==> src/include/ftg_pkg.sv <==
// Shared constants and types for the frame trigger generator block.
package ftg_pkg;

    // Bus and datapath widths.
    localparam int unsigned DATA_W = 32;
    localparam int unsigned ADR_W  = 8;
    localparam int unsigned DIV_W  = 16;
    localparam int unsigned CNT_W  = 16;
    localparam int unsigned SEL_W  = 4;

    // Register byte offsets.
    localparam logic [7:0] REG_CTRL     = 8'h00;
    localparam logic [7:0] REG_DIV_ONE  = 8'h04;
    localparam logic [7:0] REG_DIV_TWO  = 8'h08;
    localparam logic [7:0] REG_INTERVAL = 8'h0C;
    localparam logic [7:0] REG_COUNT    = 8'h10;
    localparam logic [7:0] REG_ROUTE    = 8'h14;
    localparam logic [7:0] REG_STATUS   = 8'h18;

    // Control register fields.
    localparam int unsigned CTL_W          = 5;
    localparam int unsigned CTL_GEN_ONE_EN = 0;
    localparam int unsigned CTL_GEN_TWO_EN = 1;
    localparam int unsigned CTL_FRAME_EN   = 2;
    localparam int unsigned CTL_FRAME_ASSC = 3;
    localparam int unsigned CTL_CONTINUOUS = 4;

    // Routing register fields, one group of four bits per signal.
    localparam int unsigned RT_W         = 14;
    localparam int unsigned RT_STRIDE    = 4;
    localparam int unsigned RT_SRC_IO    = 0;
    localparam int unsigned RT_IN_REAR   = 1;
    localparam int unsigned RT_DRV_FRONT = 2;
    localparam int unsigned RT_DRV_REAR  = 3;
    localparam int unsigned RT_AD_SEL    = 12;
    localparam int unsigned RT_DA_SEL    = 13;

    // Signal indices of the three conversion-control lines.
    localparam int unsigned SIG_N     = 3;
    localparam int unsigned SIG_ONE   = 0;
    localparam int unsigned SIG_TWO   = 1;
    localparam int unsigned SIG_FRAME = 2;

    // Status register fields.
    localparam int unsigned ST_BUSY       = 0;
    localparam int unsigned ST_DONE       = 1;
    localparam int unsigned ST_LEVEL_LSB  = 2;
    localparam int unsigned ST_ISSUED_LSB = 16;

    // Reset values.
    localparam logic [CTL_W-1:0] CTRL_RST     = 5'h00;
    localparam logic [DIV_W-1:0] DIV_RST      = 16'h0064;
    localparam logic [CNT_W-1:0] INTERVAL_RST = 16'h0004;
    localparam logic [CNT_W-1:0] COUNT_RST    = 16'h0001;
    localparam logic [RT_W-1:0]  ROUTE_RST    = 14'h0000;

    // Frame generator sequence states.
    typedef enum logic [1:0] {
        FTG_IDLE,
        FTG_RUN,
        FTG_DONE
    } ftg_state_t;

endpackage

==> src/rtl/ftg_pin_io.sv <==
// One bidirectional conversion-control signal on a front line and a rear pin.
`timescale 1ns/1ps

module ftg_pin_io (
    input  wire logic i_clk,
    input  wire logic i_reset_n,
    input  wire logic i_gen,
    input  wire logic i_drive_front,
    input  wire logic i_drive_rear,
    input  wire logic i_in_rear,
    input  wire logic i_front_in,
    output logic      o_front_out,
    output logic      o_front_oe,
    input  wire logic i_rear_in,
    output logic      o_rear_out,
    output logic      o_rear_oe,
    output logic      o_in
);

    typedef struct packed {
        logic front_s1;
        logic front_s2;
        logic rear_s1;
        logic rear_s2;
        logic front_out;
        logic front_oe;
        logic rear_out;
        logic rear_oe;
        logic in_lvl;
    } ftg_pin_state_t;

    ftg_pin_state_t s_q;
    ftg_pin_state_t s_d;

    // Receivers are synchronised and always sampled, driven or not, so a line
    // this card drives can be looped back as its own input.
    always_comb begin
        s_d           = s_q;
        s_d.front_s1  = i_front_in;
        s_d.front_s2  = s_q.front_s1;
        s_d.rear_s1   = i_rear_in;
        s_d.rear_s2   = s_q.rear_s1;
        s_d.in_lvl    = i_in_rear ? s_q.rear_s2 : s_q.front_s2;
        s_d.front_out = i_gen;
        s_d.rear_out  = i_gen;
        s_d.front_oe  = i_drive_front;
        s_d.rear_oe   = i_drive_rear;
    end

    // State register; drivers come up released so nothing fights the bus.
    always_ff @(posedge i_clk or negedge i_reset_n) begin
        if (!i_reset_n) begin
            s_q <= '0;
        end else begin
            s_q <= s_d;
        end
    end

    assign o_front_out = s_q.front_out;
    assign o_front_oe  = s_q.front_oe;
    assign o_rear_out  = s_q.rear_out;
    assign o_rear_oe   = s_q.rear_oe;
    assign o_in        = s_q.in_lvl;

endmodule // ftg_pin_io

==> src/rtl/ftg_top.sv <==
// Frame trigger generator with conversion clock generators and signal routing.
//
// Local design decisions: the Wishbone register port and the placing of the registers.
`timescale 1ns/1ps

module ftg_top (
    input  wire logic                         i_clk,
    input  wire logic                         i_reset_n,
    input  wire logic                         i_wb_cyc,
    input  wire logic                         i_wb_stb,
    input  wire logic                         i_wb_we,
    input  wire logic [ftg_pkg::ADR_W-1:0]    i_wb_adr,
    input  wire logic [ftg_pkg::SEL_W-1:0]    i_wb_sel,
    input  wire logic [ftg_pkg::DATA_W-1:0]   i_wb_dat,
    output logic      [ftg_pkg::DATA_W-1:0]   o_wb_dat,
    output logic                              o_wb_ack,
    input  wire logic [ftg_pkg::SIG_N-1:0]    i_front_in,
    output logic      [ftg_pkg::SIG_N-1:0]    o_front_out,
    output logic      [ftg_pkg::SIG_N-1:0]    o_front_oe,
    input  wire logic [ftg_pkg::SIG_N-1:0]    i_rear_in,
    output logic      [ftg_pkg::SIG_N-1:0]    o_rear_out,
    output logic      [ftg_pkg::SIG_N-1:0]    o_rear_oe,
    output logic                              o_conversion_rate_line_one,
    output logic                              o_conversion_rate_line_two,
    output logic                              o_frame_start_line_n,
    output logic                              o_frame_event,
    output logic                              o_ad_conv_clk,
    output logic                              o_da_conv_clk
);

    typedef struct packed {
        logic [ftg_pkg::CTL_W-1:0]  ctrl;
        logic [ftg_pkg::DIV_W-1:0]  div_one;
        logic [ftg_pkg::DIV_W-1:0]  div_two;
        logic [ftg_pkg::CNT_W-1:0]  interval;
        logic [ftg_pkg::CNT_W-1:0]  count;
        logic [ftg_pkg::RT_W-1:0]   route;
        logic [ftg_pkg::DIV_W-1:0]  g1_cnt;
        logic [ftg_pkg::DIV_W-1:0]  g2_cnt;
        logic                       g1_lvl;
        logic                       g2_lvl;
        logic                       assoc_prev;
        ftg_pkg::ftg_state_t        state;
        logic [ftg_pkg::CNT_W-1:0]  ivl_cnt;
        logic [ftg_pkg::CNT_W-1:0]  issued;
        logic                       pulse_act;
        logic                       frame_out;
        logic                       conv_one;
        logic                       conv_two;
        logic                       frame_sig;
        logic                       frame_prev;
        logic                       frame_evt;
        logic                       ad_clk;
        logic                       da_clk;
        logic                       ack;
        logic [ftg_pkg::DATA_W-1:0] rdat;
    } ftg_state_q_t;

    ftg_state_q_t s_q;
    ftg_state_q_t s_d;

    logic [ftg_pkg::SIG_N-1:0] pin_in;
    logic [ftg_pkg::SIG_N-1:0] gen_lvl;

    // Half-period divider step, shared by both conversion clock generators.
    // Returns the next level in the top bit and the next count below it.
    function automatic logic [ftg_pkg::DIV_W:0] gen_step(
        input logic                      en,
        input logic [ftg_pkg::DIV_W-1:0] div,
        input logic [ftg_pkg::DIV_W-1:0] cnt,
        input logic                      lvl
    );
        logic [ftg_pkg::DIV_W:0] r;
        r = '0;
        if (!en) begin
            r = '0;
        end else if ((div == '0) || (cnt >= (div - 16'h0001))) begin
            r = {~lvl, {ftg_pkg::DIV_W{1'b0}}};
        end else begin
            r = {lvl, cnt + 16'h0001};
        end
        return r;
    endfunction

    // Byte-lane merge of a bus write into a register image.
    function automatic logic [ftg_pkg::DATA_W-1:0] lane_merge(
        input logic [ftg_pkg::DATA_W-1:0] old_v,
        input logic [ftg_pkg::DATA_W-1:0] wdat,
        input logic [ftg_pkg::SEL_W-1:0]  sel
    );
        logic [ftg_pkg::DATA_W-1:0] r;
        r = old_v;
        for (int b = 0; b < 4; b++) begin
            if (sel[b]) begin
                r[b*8 +: 8] = wdat[b*8 +: 8];
            end
        end
        return r;
    endfunction

    // Next-state logic: bus slave, generators, frame sequence and routing.
    always_comb begin
        logic                       access;
        logic [ftg_pkg::DIV_W:0]    step1;
        logic [ftg_pkg::DIV_W:0]    step2;
        logic                       assoc_lvl;
        logic                       assoc_evt;
        logic                       frame_en;
        logic                       cont;
        logic [ftg_pkg::DATA_W-1:0] st;
        access    = 1'b0;
        step1     = '0;
        step2     = '0;
        assoc_lvl = 1'b0;
        assoc_evt = 1'b0;
        frame_en  = 1'b0;
        cont      = 1'b0;
        st        = '0;
        s_d       = s_q;

        // Classic single-cycle slave: ack follows the request by one cycle,
        // and a write lands on the edge at which the master sees ack high.
        access = i_wb_cyc && i_wb_stb && !s_q.ack;
        s_d.ack = access;
        if (s_q.ack && i_wb_cyc && i_wb_stb && i_wb_we) begin
            if (i_wb_adr == ftg_pkg::REG_CTRL) begin
                s_d.ctrl = ftg_pkg::CTL_W'(lane_merge(32'(s_q.ctrl), i_wb_dat, i_wb_sel));
            end else if (i_wb_adr == ftg_pkg::REG_DIV_ONE) begin
                s_d.div_one = ftg_pkg::DIV_W'(lane_merge(32'(s_q.div_one), i_wb_dat, i_wb_sel));
            end else if (i_wb_adr == ftg_pkg::REG_DIV_TWO) begin
                s_d.div_two = ftg_pkg::DIV_W'(lane_merge(32'(s_q.div_two), i_wb_dat, i_wb_sel));
            end else if (i_wb_adr == ftg_pkg::REG_INTERVAL) begin
                s_d.interval = ftg_pkg::CNT_W'(lane_merge(32'(s_q.interval), i_wb_dat,
                                                          i_wb_sel));
            end else if (i_wb_adr == ftg_pkg::REG_COUNT) begin
                s_d.count = ftg_pkg::CNT_W'(lane_merge(32'(s_q.count), i_wb_dat,
                                                       i_wb_sel));
            end else if (i_wb_adr == ftg_pkg::REG_ROUTE) begin
                s_d.route = ftg_pkg::RT_W'(lane_merge(32'(s_q.route), i_wb_dat, i_wb_sel));
            end
        end

        // Status image shows the sequence state, the line levels and pulses issued.
        st[ftg_pkg::ST_BUSY] = (s_q.state == ftg_pkg::FTG_RUN);
        st[ftg_pkg::ST_DONE] = (s_q.state == ftg_pkg::FTG_DONE);
        st[ftg_pkg::ST_LEVEL_LSB +: 3] = {s_q.frame_sig, s_q.conv_two, s_q.conv_one};
        st[ftg_pkg::ST_ISSUED_LSB +: ftg_pkg::CNT_W] = s_q.issued;

        // Read data is captured with ack; unmapped offsets read zero.
        if (access) begin
            if (i_wb_adr == ftg_pkg::REG_CTRL) begin
                s_d.rdat = 32'(s_q.ctrl);
            end else if (i_wb_adr == ftg_pkg::REG_DIV_ONE) begin
                s_d.rdat = 32'(s_q.div_one);
            end else if (i_wb_adr == ftg_pkg::REG_DIV_TWO) begin
                s_d.rdat = 32'(s_q.div_two);
            end else if (i_wb_adr == ftg_pkg::REG_INTERVAL) begin
                s_d.rdat = 32'(s_q.interval);
            end else if (i_wb_adr == ftg_pkg::REG_COUNT) begin
                s_d.rdat = 32'(s_q.count);
            end else if (i_wb_adr == ftg_pkg::REG_ROUTE) begin
                s_d.rdat = 32'(s_q.route);
            end else if (i_wb_adr == ftg_pkg::REG_STATUS) begin
                s_d.rdat = st;
            end else begin
                s_d.rdat = '0;
            end
        end

        // Both clock generators free-run at their divided rate while enabled.
        step1 = gen_step(s_q.ctrl[ftg_pkg::CTL_GEN_ONE_EN], s_q.div_one,
                         s_q.g1_cnt, s_q.g1_lvl);
        step2 = gen_step(s_q.ctrl[ftg_pkg::CTL_GEN_TWO_EN], s_q.div_two,
                         s_q.g2_cnt, s_q.g2_lvl);
        s_d.g1_lvl = step1[ftg_pkg::DIV_W];
        s_d.g1_cnt = step1[ftg_pkg::DIV_W-1:0];
        s_d.g2_lvl = step2[ftg_pkg::DIV_W];
        s_d.g2_cnt = step2[ftg_pkg::DIV_W-1:0];

        // The frame generator counts rising edges of its reference generator only.
        assoc_lvl = s_q.ctrl[ftg_pkg::CTL_FRAME_ASSC] ? s_q.g2_lvl : s_q.g1_lvl;
        assoc_evt = assoc_lvl && !s_q.assoc_prev;
        s_d.assoc_prev = assoc_lvl;
        frame_en = s_q.ctrl[ftg_pkg::CTL_FRAME_EN];
        cont     = s_q.ctrl[ftg_pkg::CTL_CONTINUOUS];

        case (s_q.state)
            ftg_pkg::FTG_IDLE: begin
                s_d.pulse_act = 1'b0;
                s_d.ivl_cnt   = '0;
                s_d.issued    = '0;
                if (frame_en) begin
                    s_d.state = ftg_pkg::FTG_RUN;
                end
            end
            ftg_pkg::FTG_RUN: begin
                if (!frame_en) begin
                    s_d.pulse_act = 1'b0;
                    s_d.state     = ftg_pkg::FTG_IDLE;
                end else if (assoc_evt) begin
                    if (s_q.ivl_cnt != '0) begin
                        s_d.pulse_act = 1'b0;
                        s_d.ivl_cnt   = s_q.ivl_cnt - 16'h0001;
                    end else if (!cont && (s_q.issued == s_q.count)) begin
                        s_d.pulse_act = 1'b0;
                        s_d.state     = ftg_pkg::FTG_DONE;
                    end else begin
                        s_d.pulse_act = 1'b1;
                        s_d.issued    = s_q.issued + 16'h0001;
                        s_d.ivl_cnt   = (s_q.interval <= 16'h0001) ? '0
                                        : s_q.interval - 16'h0001;
                    end
                end
            end
            ftg_pkg::FTG_DONE: begin
                s_d.pulse_act = 1'b0;
                if (!frame_en) begin
                    s_d.state = ftg_pkg::FTG_IDLE;
                end
            end
            default: begin
                s_d.pulse_act = 1'b0;
                s_d.state     = ftg_pkg::FTG_IDLE;
            end
        endcase

        // During an active period the output is the reference clock inverted one cycle late,
        // so the low pulse sits on that clock's high phase delayed by one cycle.
        s_d.frame_out = s_d.pulse_act ? ~s_d.assoc_prev : 1'b1;

        // Each line takes either the on-board generator or the chosen pin input.
        s_d.conv_one  = s_q.route[ftg_pkg::SIG_ONE*ftg_pkg::RT_STRIDE + ftg_pkg::RT_SRC_IO]
                        ? pin_in[ftg_pkg::SIG_ONE] : s_q.g1_lvl;
        s_d.conv_two  = s_q.route[ftg_pkg::SIG_TWO*ftg_pkg::RT_STRIDE + ftg_pkg::RT_SRC_IO]
                        ? pin_in[ftg_pkg::SIG_TWO] : s_q.g2_lvl;
        s_d.frame_sig = s_q.route[ftg_pkg::SIG_FRAME*ftg_pkg::RT_STRIDE + ftg_pkg::RT_SRC_IO]
                        ? pin_in[ftg_pkg::SIG_FRAME] : s_q.frame_out;

        // Falling edge of the active-low frame line starts a sequencer run.
        s_d.frame_prev = s_q.frame_sig;
        s_d.frame_evt  = s_q.frame_prev && !s_q.frame_sig;

        // Sequencer clock selection; phase lock to the frame line is software's job.
        s_d.ad_clk = s_q.route[ftg_pkg::RT_AD_SEL] ? s_q.conv_two : s_q.conv_one;
        s_d.da_clk = s_q.route[ftg_pkg::RT_DA_SEL] ? s_q.conv_two : s_q.conv_one;
    end

    // Single state register; the frame line idles high after reset.
    always_ff @(posedge i_clk or negedge i_reset_n) begin
        if (!i_reset_n) begin
            s_q           <= '0;
            s_q.ctrl      <= ftg_pkg::CTRL_RST;
            s_q.div_one   <= ftg_pkg::DIV_RST;
            s_q.div_two   <= ftg_pkg::DIV_RST;
            s_q.interval  <= ftg_pkg::INTERVAL_RST;
            s_q.count     <= ftg_pkg::COUNT_RST;
            s_q.route     <= ftg_pkg::ROUTE_RST;
            s_q.state     <= ftg_pkg::FTG_IDLE;
            s_q.frame_out <= 1'b1;
            s_q.frame_sig <= 1'b1;
            s_q.frame_prev <= 1'b1;
        end else begin
            s_q <= s_d;
        end
    end

    // Generator outputs that the pins may drive; the frame one has its own pin.
    assign gen_lvl = {s_q.frame_out, s_q.g2_lvl, s_q.g1_lvl};

    // One driver/receiver pair per line and per connector side.
    for (genvar k = 0; k < ftg_pkg::SIG_N; k++) begin : g_line
        ftg_pin_io u_pin (
            .i_clk         (i_clk),
            .i_reset_n     (i_reset_n),
            .i_gen         (gen_lvl[k]),
            .i_drive_front (s_q.route[k*ftg_pkg::RT_STRIDE + ftg_pkg::RT_DRV_FRONT]),
            .i_drive_rear  (s_q.route[k*ftg_pkg::RT_STRIDE + ftg_pkg::RT_DRV_REAR]),
            .i_in_rear     (s_q.route[k*ftg_pkg::RT_STRIDE + ftg_pkg::RT_IN_REAR]),
            .i_front_in    (i_front_in[k]),
            .o_front_out   (o_front_out[k]),
            .o_front_oe    (o_front_oe[k]),
            .i_rear_in     (i_rear_in[k]),
            .o_rear_out    (o_rear_out[k]),
            .o_rear_oe     (o_rear_oe[k]),
            .o_in          (pin_in[k])
        );
    end

    // All user-side outputs come straight from the state register.
    assign o_wb_dat                   = s_q.rdat;
    assign o_wb_ack                   = s_q.ack;
    assign o_conversion_rate_line_one = s_q.conv_one;
    assign o_conversion_rate_line_two = s_q.conv_two;
    assign o_frame_start_line_n       = s_q.frame_sig;
    assign o_frame_event              = s_q.frame_evt;
    assign o_ad_conv_clk              = s_q.ad_clk;
    assign o_da_conv_clk              = s_q.da_clk;

endmodule // ftg_top

==> config.mk <==
export PLATFORM = sky130hd
export DESIGN_NAME = ftg_top
export DESIGN_NICKNAME = d
export VERILOG_FILES = /design/src/include/ftg_pkg.sv /design/src/rtl/ftg_pin_io.sv /design/src/rtl/ftg_top.sv
export SDC_FILE = /design/constraint.sdc
export NUM_CORES = 1
export LEC_CHECK = 0
export ABC_CLOCK_PERIOD_IN_PS = 9800
export BUFFER_PORTS_ARGS = -buffer_cell sky130_fd_sc_hd__buf_4
export CAP_MARGIN = 20
export CORE_MARGIN = 8
export CORE_UTILIZATION = 67
export CTS_BUF_LIST = sky130_fd_sc_hd__clkbuf_8
export CTS_CLUSTER_SIZE = 12
export DETAILED_ROUTE_END_ITERATION = 8
export PLACE_DENSITY = 0.88
export SYNTH_ARGS = -nofsm -noshare
export SYNTH_HDL_FRONTEND = slang
export SYNTH_SLANG_ARGS = --single-unit
==> constraint.sdc <==
create_clock -name i_clk -period 9.8 [get_ports i_clk]
set_clock_uncertainty 0.15 [all_clocks]
set_input_delay 1.96 -clock i_clk [delete_from_list [all_inputs] [get_ports i_clk]]
set_output_delay 1.96 -clock i_clk [all_outputs]
set_load 0.03 [all_outputs]
# Word level (Yosys, flattened, before mapping)
# Index checks and enable logic that the tools add are counted.
word_totals:
  regBits: 218
  input_bits: 55
  elab_cells: 165
classes:
  n_addsub: 7
  order_cmp: 3
  eq_ne: 21
  n_mux: 38
  n_bitwise: 8
  n_reduce_logical: 34
ops:
  columns: ["operator", "count"]
  rows:
  - ["32-bit two-way mux", 9]
  - ["17-bit two-way mux", 4]
  - ["32-bit case mux with 2 select lines", 1]
  - ["16-bit by 1-bit subtractor with 16-bit output, second input constant", 4]
  - ["16-bit by 1-bit adder with 16-bit output, second input constant", 3]
  - ["16-bit two-way mux", 3]
  - ["35-bit two-way mux", 1]
  - ["16-bit greater-or-equal comparator", 2]
  - ["16-bit zero test", 2]
  - ["8-bit by 5-bit equality test with 1-bit output, second input constant", 3]
  - ["5-bit AND reduction", 4]
  - ["16-bit equality test", 1]
  - ["8-bit by 4-bit equality test with 1-bit output, second input constant", 2]
  - ["16-bit by 1-bit <= comparator with 1-bit output, second input constant", 1]
  - ["8-bit AND reduction", 2]
  - ["16-bit nonzero test", 1]
  - ["1-bit two-way mux", 14]
  - ["7-bit AND reduction", 2]
  - ["2-bit != test, second input constant", 6]
  - ["4-bit AND reduction", 3]
  - ["6-bit AND reduction", 2]
  - ["2-bit two-way mux", 5]
  - ["3-bit != test, second input constant", 3]
  - ["8-bit by 3-bit equality test with 1-bit output, second input constant", 1]
  - ["other kinds (13)", 32]

# Logic depth before layout (Yosys ltp)
# Gate-level depths: netlist of run 1.
logic_depth:
  depth_word: 8
  ltp_mapped: 15
  depth_no_buf: 14

# Hierarchy
# Synthesis of run 1 repeated with hierarchy kept, for this count alone.
hier_totals:
  hier_cells: 1152
  area_unflattened_um2: 11822.6
by_module_without_submodules:
  columns: ["module", "instances", "cells_each", "area_each_um2", "seq_area_each_um2"]
  rows:
  - ["ftg_top", 1, 1122, 11154.4, 4868.4]
  - ["ftg_pin_io", 3, 10, 222.7, 200.2]

# Worst setup path before layout of run 1
# Ideal clock, no wire load.
synth_timing:
  path_kind: "input-to-reg"
  start: "in i_wb_adr[1] (netlist name)"
  end: "reg s_q[126] (netlist name)"
  arrival_time_ns: 3.569
  t_required_ns: 9.525
  path_slack_ns: 5.956
  cell_stages: 6
  n_path_buf: 1
  cell_sequence: "nor3_2 -> nand3_2 -> nor2_1 -> and3_1 -> buf_2 -> mux2_2"
synth_via:
  elab_chain_cells: 3
  elab_cells_between_ends: 10
synth_rtl:
  columns: ["element", "line", "text"]
  rows:
  - ["from (decl)", "ftg_top.sv:12", "input wire logic [ftg_pkg::ADR_W-1:0] i_wb_adr,"]
  - ["8-bit by 4-bit equality test with 1-bit output (tied with other cells)", "ftg_top.sv:132", "end else if (i_wb_adr == ftg_pkg::REG_INTERVAL) begin"]
  - ["1-bit inverter (no source line)", null, null]
  - ["7-bit AND reduction (no source line) *", null, null]
  - ["to (decl)", "ftg_top.sv:59", "ftg_state_q_t s_q;"]
# Mark *: on every way between the ends. The rest lies on a longest branch, timed or not.
# A chain may end at the register's enable or synchronous reset.

==> results of run 1 <==
[worst max-delay path: stages, from the launching register on]
cell and delay (ns):
dfrtp_1 0.39, inv_1 0.20, ha_1 0.22, or3b_1 0.41, nor3_1 0.29, nand2_1 0.23, nor3_1 0.23, xnor2_1 0.10
ha_1 0.19, a21oi_1 0.17, o21ai_0 0.16, a2111oi_0 0.71, o211ai_1 0.37, buf_4 0.28, nor2_1 0.12
[power by group]
group / total, mW / internal, mW / switching (mW)
clock network: 0.849 / 0.481 / 0.368
registers: 0.915 / 0.908 / 0.00629
logic: 0.0868 / 0.0272 / 0.0596
[state kept, by name, indices dropped and copies added (netlist names)]
register / count
s_q: 152
o_wb_dat: 32
g_line.u_pin.s_d: 6
g_line.u_pin.s_q: 6
g_line.u_pin.o_front_oe: 3
g_line.u_pin.o_front_out: 3
g_line.u_pin.o_in: 3
g_line.u_pin.o_rear_oe: 3
gen_lvl: 3
o_ad_conv_clk: 1
o_conversion_rate_line_one: 1
o_conversion_rate_line_two: 1
o_da_conv_clk: 1
o_frame_event: 1
o_frame_start_line_n: 1
o_wb_ack: 1
[worst min path at each step]
stage	from	to	slack, ns	depth (start not counted)
3_5_place_dp	g_line[0].u_pin.s_d[5]$_DFF_PN0_	g_line[0].u_pin.s_q[5]$_DFF_PN0_	0.18	0
5_1_grt	g_line[0].u_pin.s_d[7]$_DFF_PN0_	g_line[0].u_pin.s_q[7]$_DFF_PN0_	0.20	0
4_1_cts	g_line[0].u_pin.s_d[5]$_DFF_PN0_	g_line[0].u_pin.s_q[5]$_DFF_PN0_	0.20	0
3_3_place_gp	g_line[0].u_pin.s_d[7]$_DFF_PN0_	g_line[0].u_pin.s_q[7]$_DFF_PN0_	0.18	0
6_report	g_line[0].u_pin.s_d[5]$_DFF_PN0_	g_line[0].u_pin.s_q[5]$_DFF_PN0_	0.19	0
2_1_floorplan	g_line[0].u_pin.s_d[5]$_DFF_PN0_	g_line[0].u_pin.s_q[5]$_DFF_PN0_	0.18	0
[through the flow]
stage	std cells	utilization (%)	area (sq um)
CTS	1441	75.96	13090
floorplan	1137	-	11800
global route	1443	76.16	13130
detailed placement	1375	71.41	12310
global placement	1373	71.32	12290
finish	1443	76.16	13130
[placed cells by master (no fill, tap or decap), drive strengths merged, types with 18 or more instances in the layout]
cell    count
nor3       40
o21ai      65
clkbuf     50
xor2       44
dfrtp     207
nor2       96
o31ai      18
a21oi      35
a22o       30
buf        96
inv        33
ha         41
mux2       90
nand2      85
xnor2      38
nand3      40
[cells by family after synthesis]
kind of cell	synth area share (%)
AND/OR/NAND/NOR	15.81
AO/OA/AOI/OAI	12.98
flip-flops	46.34
buffers and inverters	4.845
multiplexers	9.605
XOR/XNOR	6.085
adder cells (fa/ha/maj)	4.346
[final cells by class]
cell class,instances,share of cell area (%)
Clock buffer,50,5.242
Clock inverter,16,0.7339
Inverter,22,0.6291
Multi-Input combinational cell,816,43.89
Sequential cell,218,41.66
Tap cell,225,2.144
Timing Repair Buffer,96,5.700
[metal layers]
layer,part of all wire [%],vias up,global-route usage [%],routed length [um]
met5,0,-,0,0
li1,-,4171,-,-
met2,46,568,42.77,14220
met4,3.5,0,11.47,1078
met3,11,86,7.596,3345
met1,40,4608,36.87,12460
==> results.toml, run 1 <==
[status]
status = "finished, final reports clean"

[clocking]
cts_tree = "built"
postCtsSetupBuffers = 0
postCtsHoldBufs = 0
cts_sinks = 218
cts.repair.resized = 0
cts_buffer_depth = 3
path_clk_slew_ns = 0.06
htree_num_levels = 2
cts_made_buffers = 37
clk_latency_ns = 0.53
cts_root_buffer = "clkbuf_8"

[global_routing]
grt_pass1_wl_mm = 48.89
grt.overflow.total = 0
grt_pass1_vias = 9185
grt_use_total_pct = 27.88
grt_max_degree = 137
antenna_found_initial = 0

[power_and_ir_drop]
pwr_density_cell_nw_per_um2 = 140.9
power_mw = 1.850
p_leak_nw = 6.178
vdd_drop_max_v = 0.0001739

[finish]
n_fill_cell = 1078
diodes = 0
multiInputGateArea_sq_um = 5762
regArea_sq_um = 5469
nNetsFinal = 1287
layout-drive-gt1-share_pct = 23.15
synthToLayoutAreaGrowth_pct = 11.23

[routing]
drc = 0
wl_per_cell_um = 21.56
viasPerCell = 6.537
routed_wl_mm = 31.11
drt_iter0_drc = 1054
first_pass_iters = 5
dr_total_vias = 9433
drtAntennaViolNets = 0

[floorplanning]
rows = 48
io_pins = 106
initial_core_util_pct = 68.47
core-area_sq_um = 17240
die_width_um = 148.7
die_height_um = 148.7
die_area_sq_um = 22120

[synthesis]
ys_seq_elements = 218
synth_top_area_cell = "dfrtp_1"
yosysUniqueCellTypes = 75
yosysMostFrequentCell = "dfrtp_1"
synth-edff-count = 0
syn_avg_cell_area_sq_um = 10.38
yosysSeqAreaShare_pct = 46.34
synth_ff_type = "dfrtp_1"
postSynth.asyncResetShare_pct = 100.0
synthCells = 1137
synth_top_area_share_pct = 43.89
synth_area_leaders = "dfrtp_1, mux2_2, ha_1, xor2_1, buf_4"
yosysWarningCount = 0
synthesis.area_sq_um = 11800
ys_top_cells_by_count = "dfrtp_1, nor2_1, mux2_2, nand2_1, o21ai_0"
synthesis.nets = 1233

[sta]
fin_crit_sh_pct = 43.81
rsz0062_at_grt = "no"
finalWorstPathRequiredPeriod_ns = 4.293
max_slew.worst_pin.slew_ns = 1.027
whs_ns = 0.1901
finalSetupViolCount = 0
drv_slew = 0
slew_headroom_pct = 31.54
fmax_ghz = 0.2329
hold_viol_final = 0
setup_slack_ns = 5.507
setup_tns_ns = 0

[worst_setup_path]
cp.arrival_ns = 4.60
startpoint = "s_q[157]$_DFFE_PN0P_"
critPathLaunchType = "flip-flop"
r2r_cells = 14
reg2reg_from = "s_q[157]$_DFFE_PN0P_"
crit_path_end = "s_q[82]$_DFF_PN0_"
r2r_setup_slack_ns = 5.51
crit_required_ns = 10.10
crit_type = "reg -> reg"
critPathCaptureType = "flip-flop"
crit_fanout = 11
r2r-end = "s_q[82]$_DFF_PN0_"

[worst_hold_path]
min_path_type = "reg -> reg"

[placed_design]
gp_congestion = 0.9125
dpl.hpwl_mm = 21.56
pre_cts_ws_ns = 5.190
port_buffers = 87

[flow_run]
cap_violations = 0
No activity file was read; power rests on OpenSTA's default activity.
==> run 2, diff against run 1 <==
ABC_CLOCK_PERIOD_IN_PS = 4500   (was 9800)
CORE_UTILIZATION = 62   (was 67)
PLACE_DENSITY = 0.83   (was 0.88)
clock period = 4.5 ns   (was 9.8 ns; I/O delays follow)
==> run 2 against run 1 <==
  * Critical path type unchanged
  * Maximum frequency up 10%
  * Sequential power up 120%
  * Hold slack better by 0.0023 ns
  * Global-route usage down 2.8 points
  * The run now ends with DRC left
  * Highest routed layer unchanged
==> results.toml, run 2 (synthesized netlist as in run 1, its figures left out) <==
[sta]
fin_crit_sh_pct = 86.75
slew_headroom_pct = 39.74
fmax_ghz = 0.2562
hold_viol_final = 0
max_slew.worst_pin.slew_ns = 0.9039
setup_tns_ns = 0
rsz0062_at_grt = "no"
drv_slew = 0
finalSetupViolCount = 0
finalWorstPathRequiredPeriod_ns = 3.904

[status]
status = "finished, violations left"
violations = "DRC"

[finish]
layout.cells.non_filler = 1458
synthToLayoutAreaGrowth_pct = 11.25
fin_util_pct = 70.19
layout_commonest_cell = "dfrtp_1"
largest_reg_flops = 152
nNetsFinal = 1293
diodes = 0
final_cell_mix = "dfrtp_1, buf_4, nor2_1"
n_fill_cell = 1338
top_register = "s_q"
layout-drive-gt1-share_pct = 22.96

[placed_design]
dp_cells = 1391
gp_congestion = 0.9157
dpl.hpwl_mm = 21.64
port_buffers = 87

[routing]
dr_total_vias = 9203
drtAntennaViolNets = 0
wl_per_cell_um = 20.65
viasPerCell = 6.312
routed_wl_mm = 30.11
drt_iter0_drc = 954
first_pass_iters = 7
drc = 1

[flow_run]
cap_violations = 0

[floorplanning]
die_height_um = 154.0
die_width_um = 154.0
initial_core_util_pct = 63.10
core-area_sq_um = 18710
io_pins = 106
die_area_sq_um = 23710
rows = 50

[clocking]
cts_buffer_depth = 3
htree_num_levels = 2
cts_made_buffers = 37
cts.repair.resized = 0
postCtsHoldBufs = 0
clk_latency_ns = 0.54
cts_sinks = 218
cts_root_buffer = "clkbuf_8"
postCtsSetupBuffers = 0
cts_tree = "built"
path_clk_slew_ns = 0.06

[power_and_ir_drop]
seqPwrFrac_pct = 50.3
switching_share_pct = 23.88
pwr-share-comb_pct = 4.8
clock_power_share_pct = 44.9
p_switching_uw = 945.1
p_leak_nw = 6.206
p_int_mw = 3.013
pwr_density_cell_nw_per_um2 = 301.5
vdd_drop_max_v = 0.0002451

[worst_setup_path]
crit_chain = "or4_1, or3_1, nor3_2, nand2_1, or3_1, xor2_1, ha_1, a21o_1, a21o_1, a21oi_1, o41a_1, o211ai_1, buf_4, nor2_1"
slowest_delay_ns = 0.54
cp_top_family = "simple AND/OR/NAND/NOR gates"
critPathSlowestCell = "or4_1"
crit_required_ns = 4.80
critPathCaptureType = "flip-flop"
critPathBufInv = 1
crit_type = "reg -> reg"
cp.arrival_ns = 4.20
crit_fanout = 12
critPathLaunchType = "flip-flop"

[global_routing]
antenna_found_initial = 0
grt_pass1_wl_mm = 48.02
grt.overflow.total = 0
grt_use_total_pct = 25.11
grt_pass1_vias = 9095
grt_max_degree = 94

[worst_hold_path]
min_path_type = "reg -> reg"
==> run 2: cell count changes in the layout (fill, tap and decap cells not counted), sizes merged <==
cell	previous run	this run
buf	96	102
clkbuf	50	46
clkinv	2	0
clkinvlp	2	1
inv	33	40
==> run 2: final timing paths <==
path | from | end | slack, ns | cells past startpoint
max in group asynchronous | i_reset_n | s_q[125]$_DFFE_PN1P_ | 3.04 | 2
hold reg to reg | g_line[1].u_pin.s_d[5]$_DFF_PN0_ | g_line[1].u_pin.s_q[5]$_DFF_PN0_ | 0.19 | 0
setup reg to reg | s_q[160]$_DFFE_PN0P_ | s_q[89]$_DFF_PN0_ | 0.60 | 14
setup / recovery | s_q[160]$_DFFE_PN0P_ | s_q[89]$_DFF_PN0_ | 0.60 | 14
min in group asynchronous | i_reset_n | s_q[157]$_DFFE_PN0P_ | 0.23 | 1
hold / removal | g_line[1].u_pin.s_d[5]$_DFF_PN0_ | g_line[1].u_pin.s_q[5]$_DFF_PN0_ | 0.19 | 0
==> run 2: cell type report <==
class                   count  area, sq um  area share, %
clock inverters            20        105.1         0.8005
repair buffers            102        785.8          5.984
inverters                  22        82.58         0.6289
well taps                 234        292.8          2.230
multi-input cells         816         5762          43.88
clock buffers              46        633.1          4.822
flip-flops and latches    218         5469          41.65
==> run 2: worst register-to-register path: cells and delay by family, from the launching register on <==
| kind | cells | cell delay, ns |
|---|---|---|
| simple gates | 6 | 1.70 |
| compound gates | 5 | 0.84 |
| buf+inv | 1 | 0.25 |
| flops | 1 | 0.43 |
| fa+ha+maj | 1 | 0.29 |
| xor+xnor | 1 | 0.16 |
==> run 2: power groups by stage <==
stage | Combinational (mW) | Clock [mW] | Sequential (mW)
after global routing | 0.208 | 1.89 | 1.99
final | 0.192 | 1.78 | 1.99
after CTS | 0.192 | 1.80 | 1.99
after global placement | 0.187 | 0 | 2.02
after floorplan | 0.0835 | 0 | 2.02
after detailed placement | 0.190 | 0 | 2.02
==> run 2: metal layers <==
metal  vias to the layer above  GRT usage (%)  wire (um)
met5                         -              0          0
met1                      4530          34.68      12970
met4                         0          9.426        867
met3                        67          6.334       2804
met2                       406          37.53      13470
li1                       4200              -          -
==> run 2: through the flow <==
step                      setup WS, ns  area, sq um  power (mW)  hold slack [ns]
final                           0.5964        13130       3.958           0.1924
after global routing            0.4064        13130       4.093           0.1995
after CTS                       0.6086        13120       3.978           0.1973
after detailed placement        0.6077        12380       2.215           0.1879
after global placement          0.3279        12380       2.211           0.1814
after floorplan                 0.8983        11800       2.104           0.1812
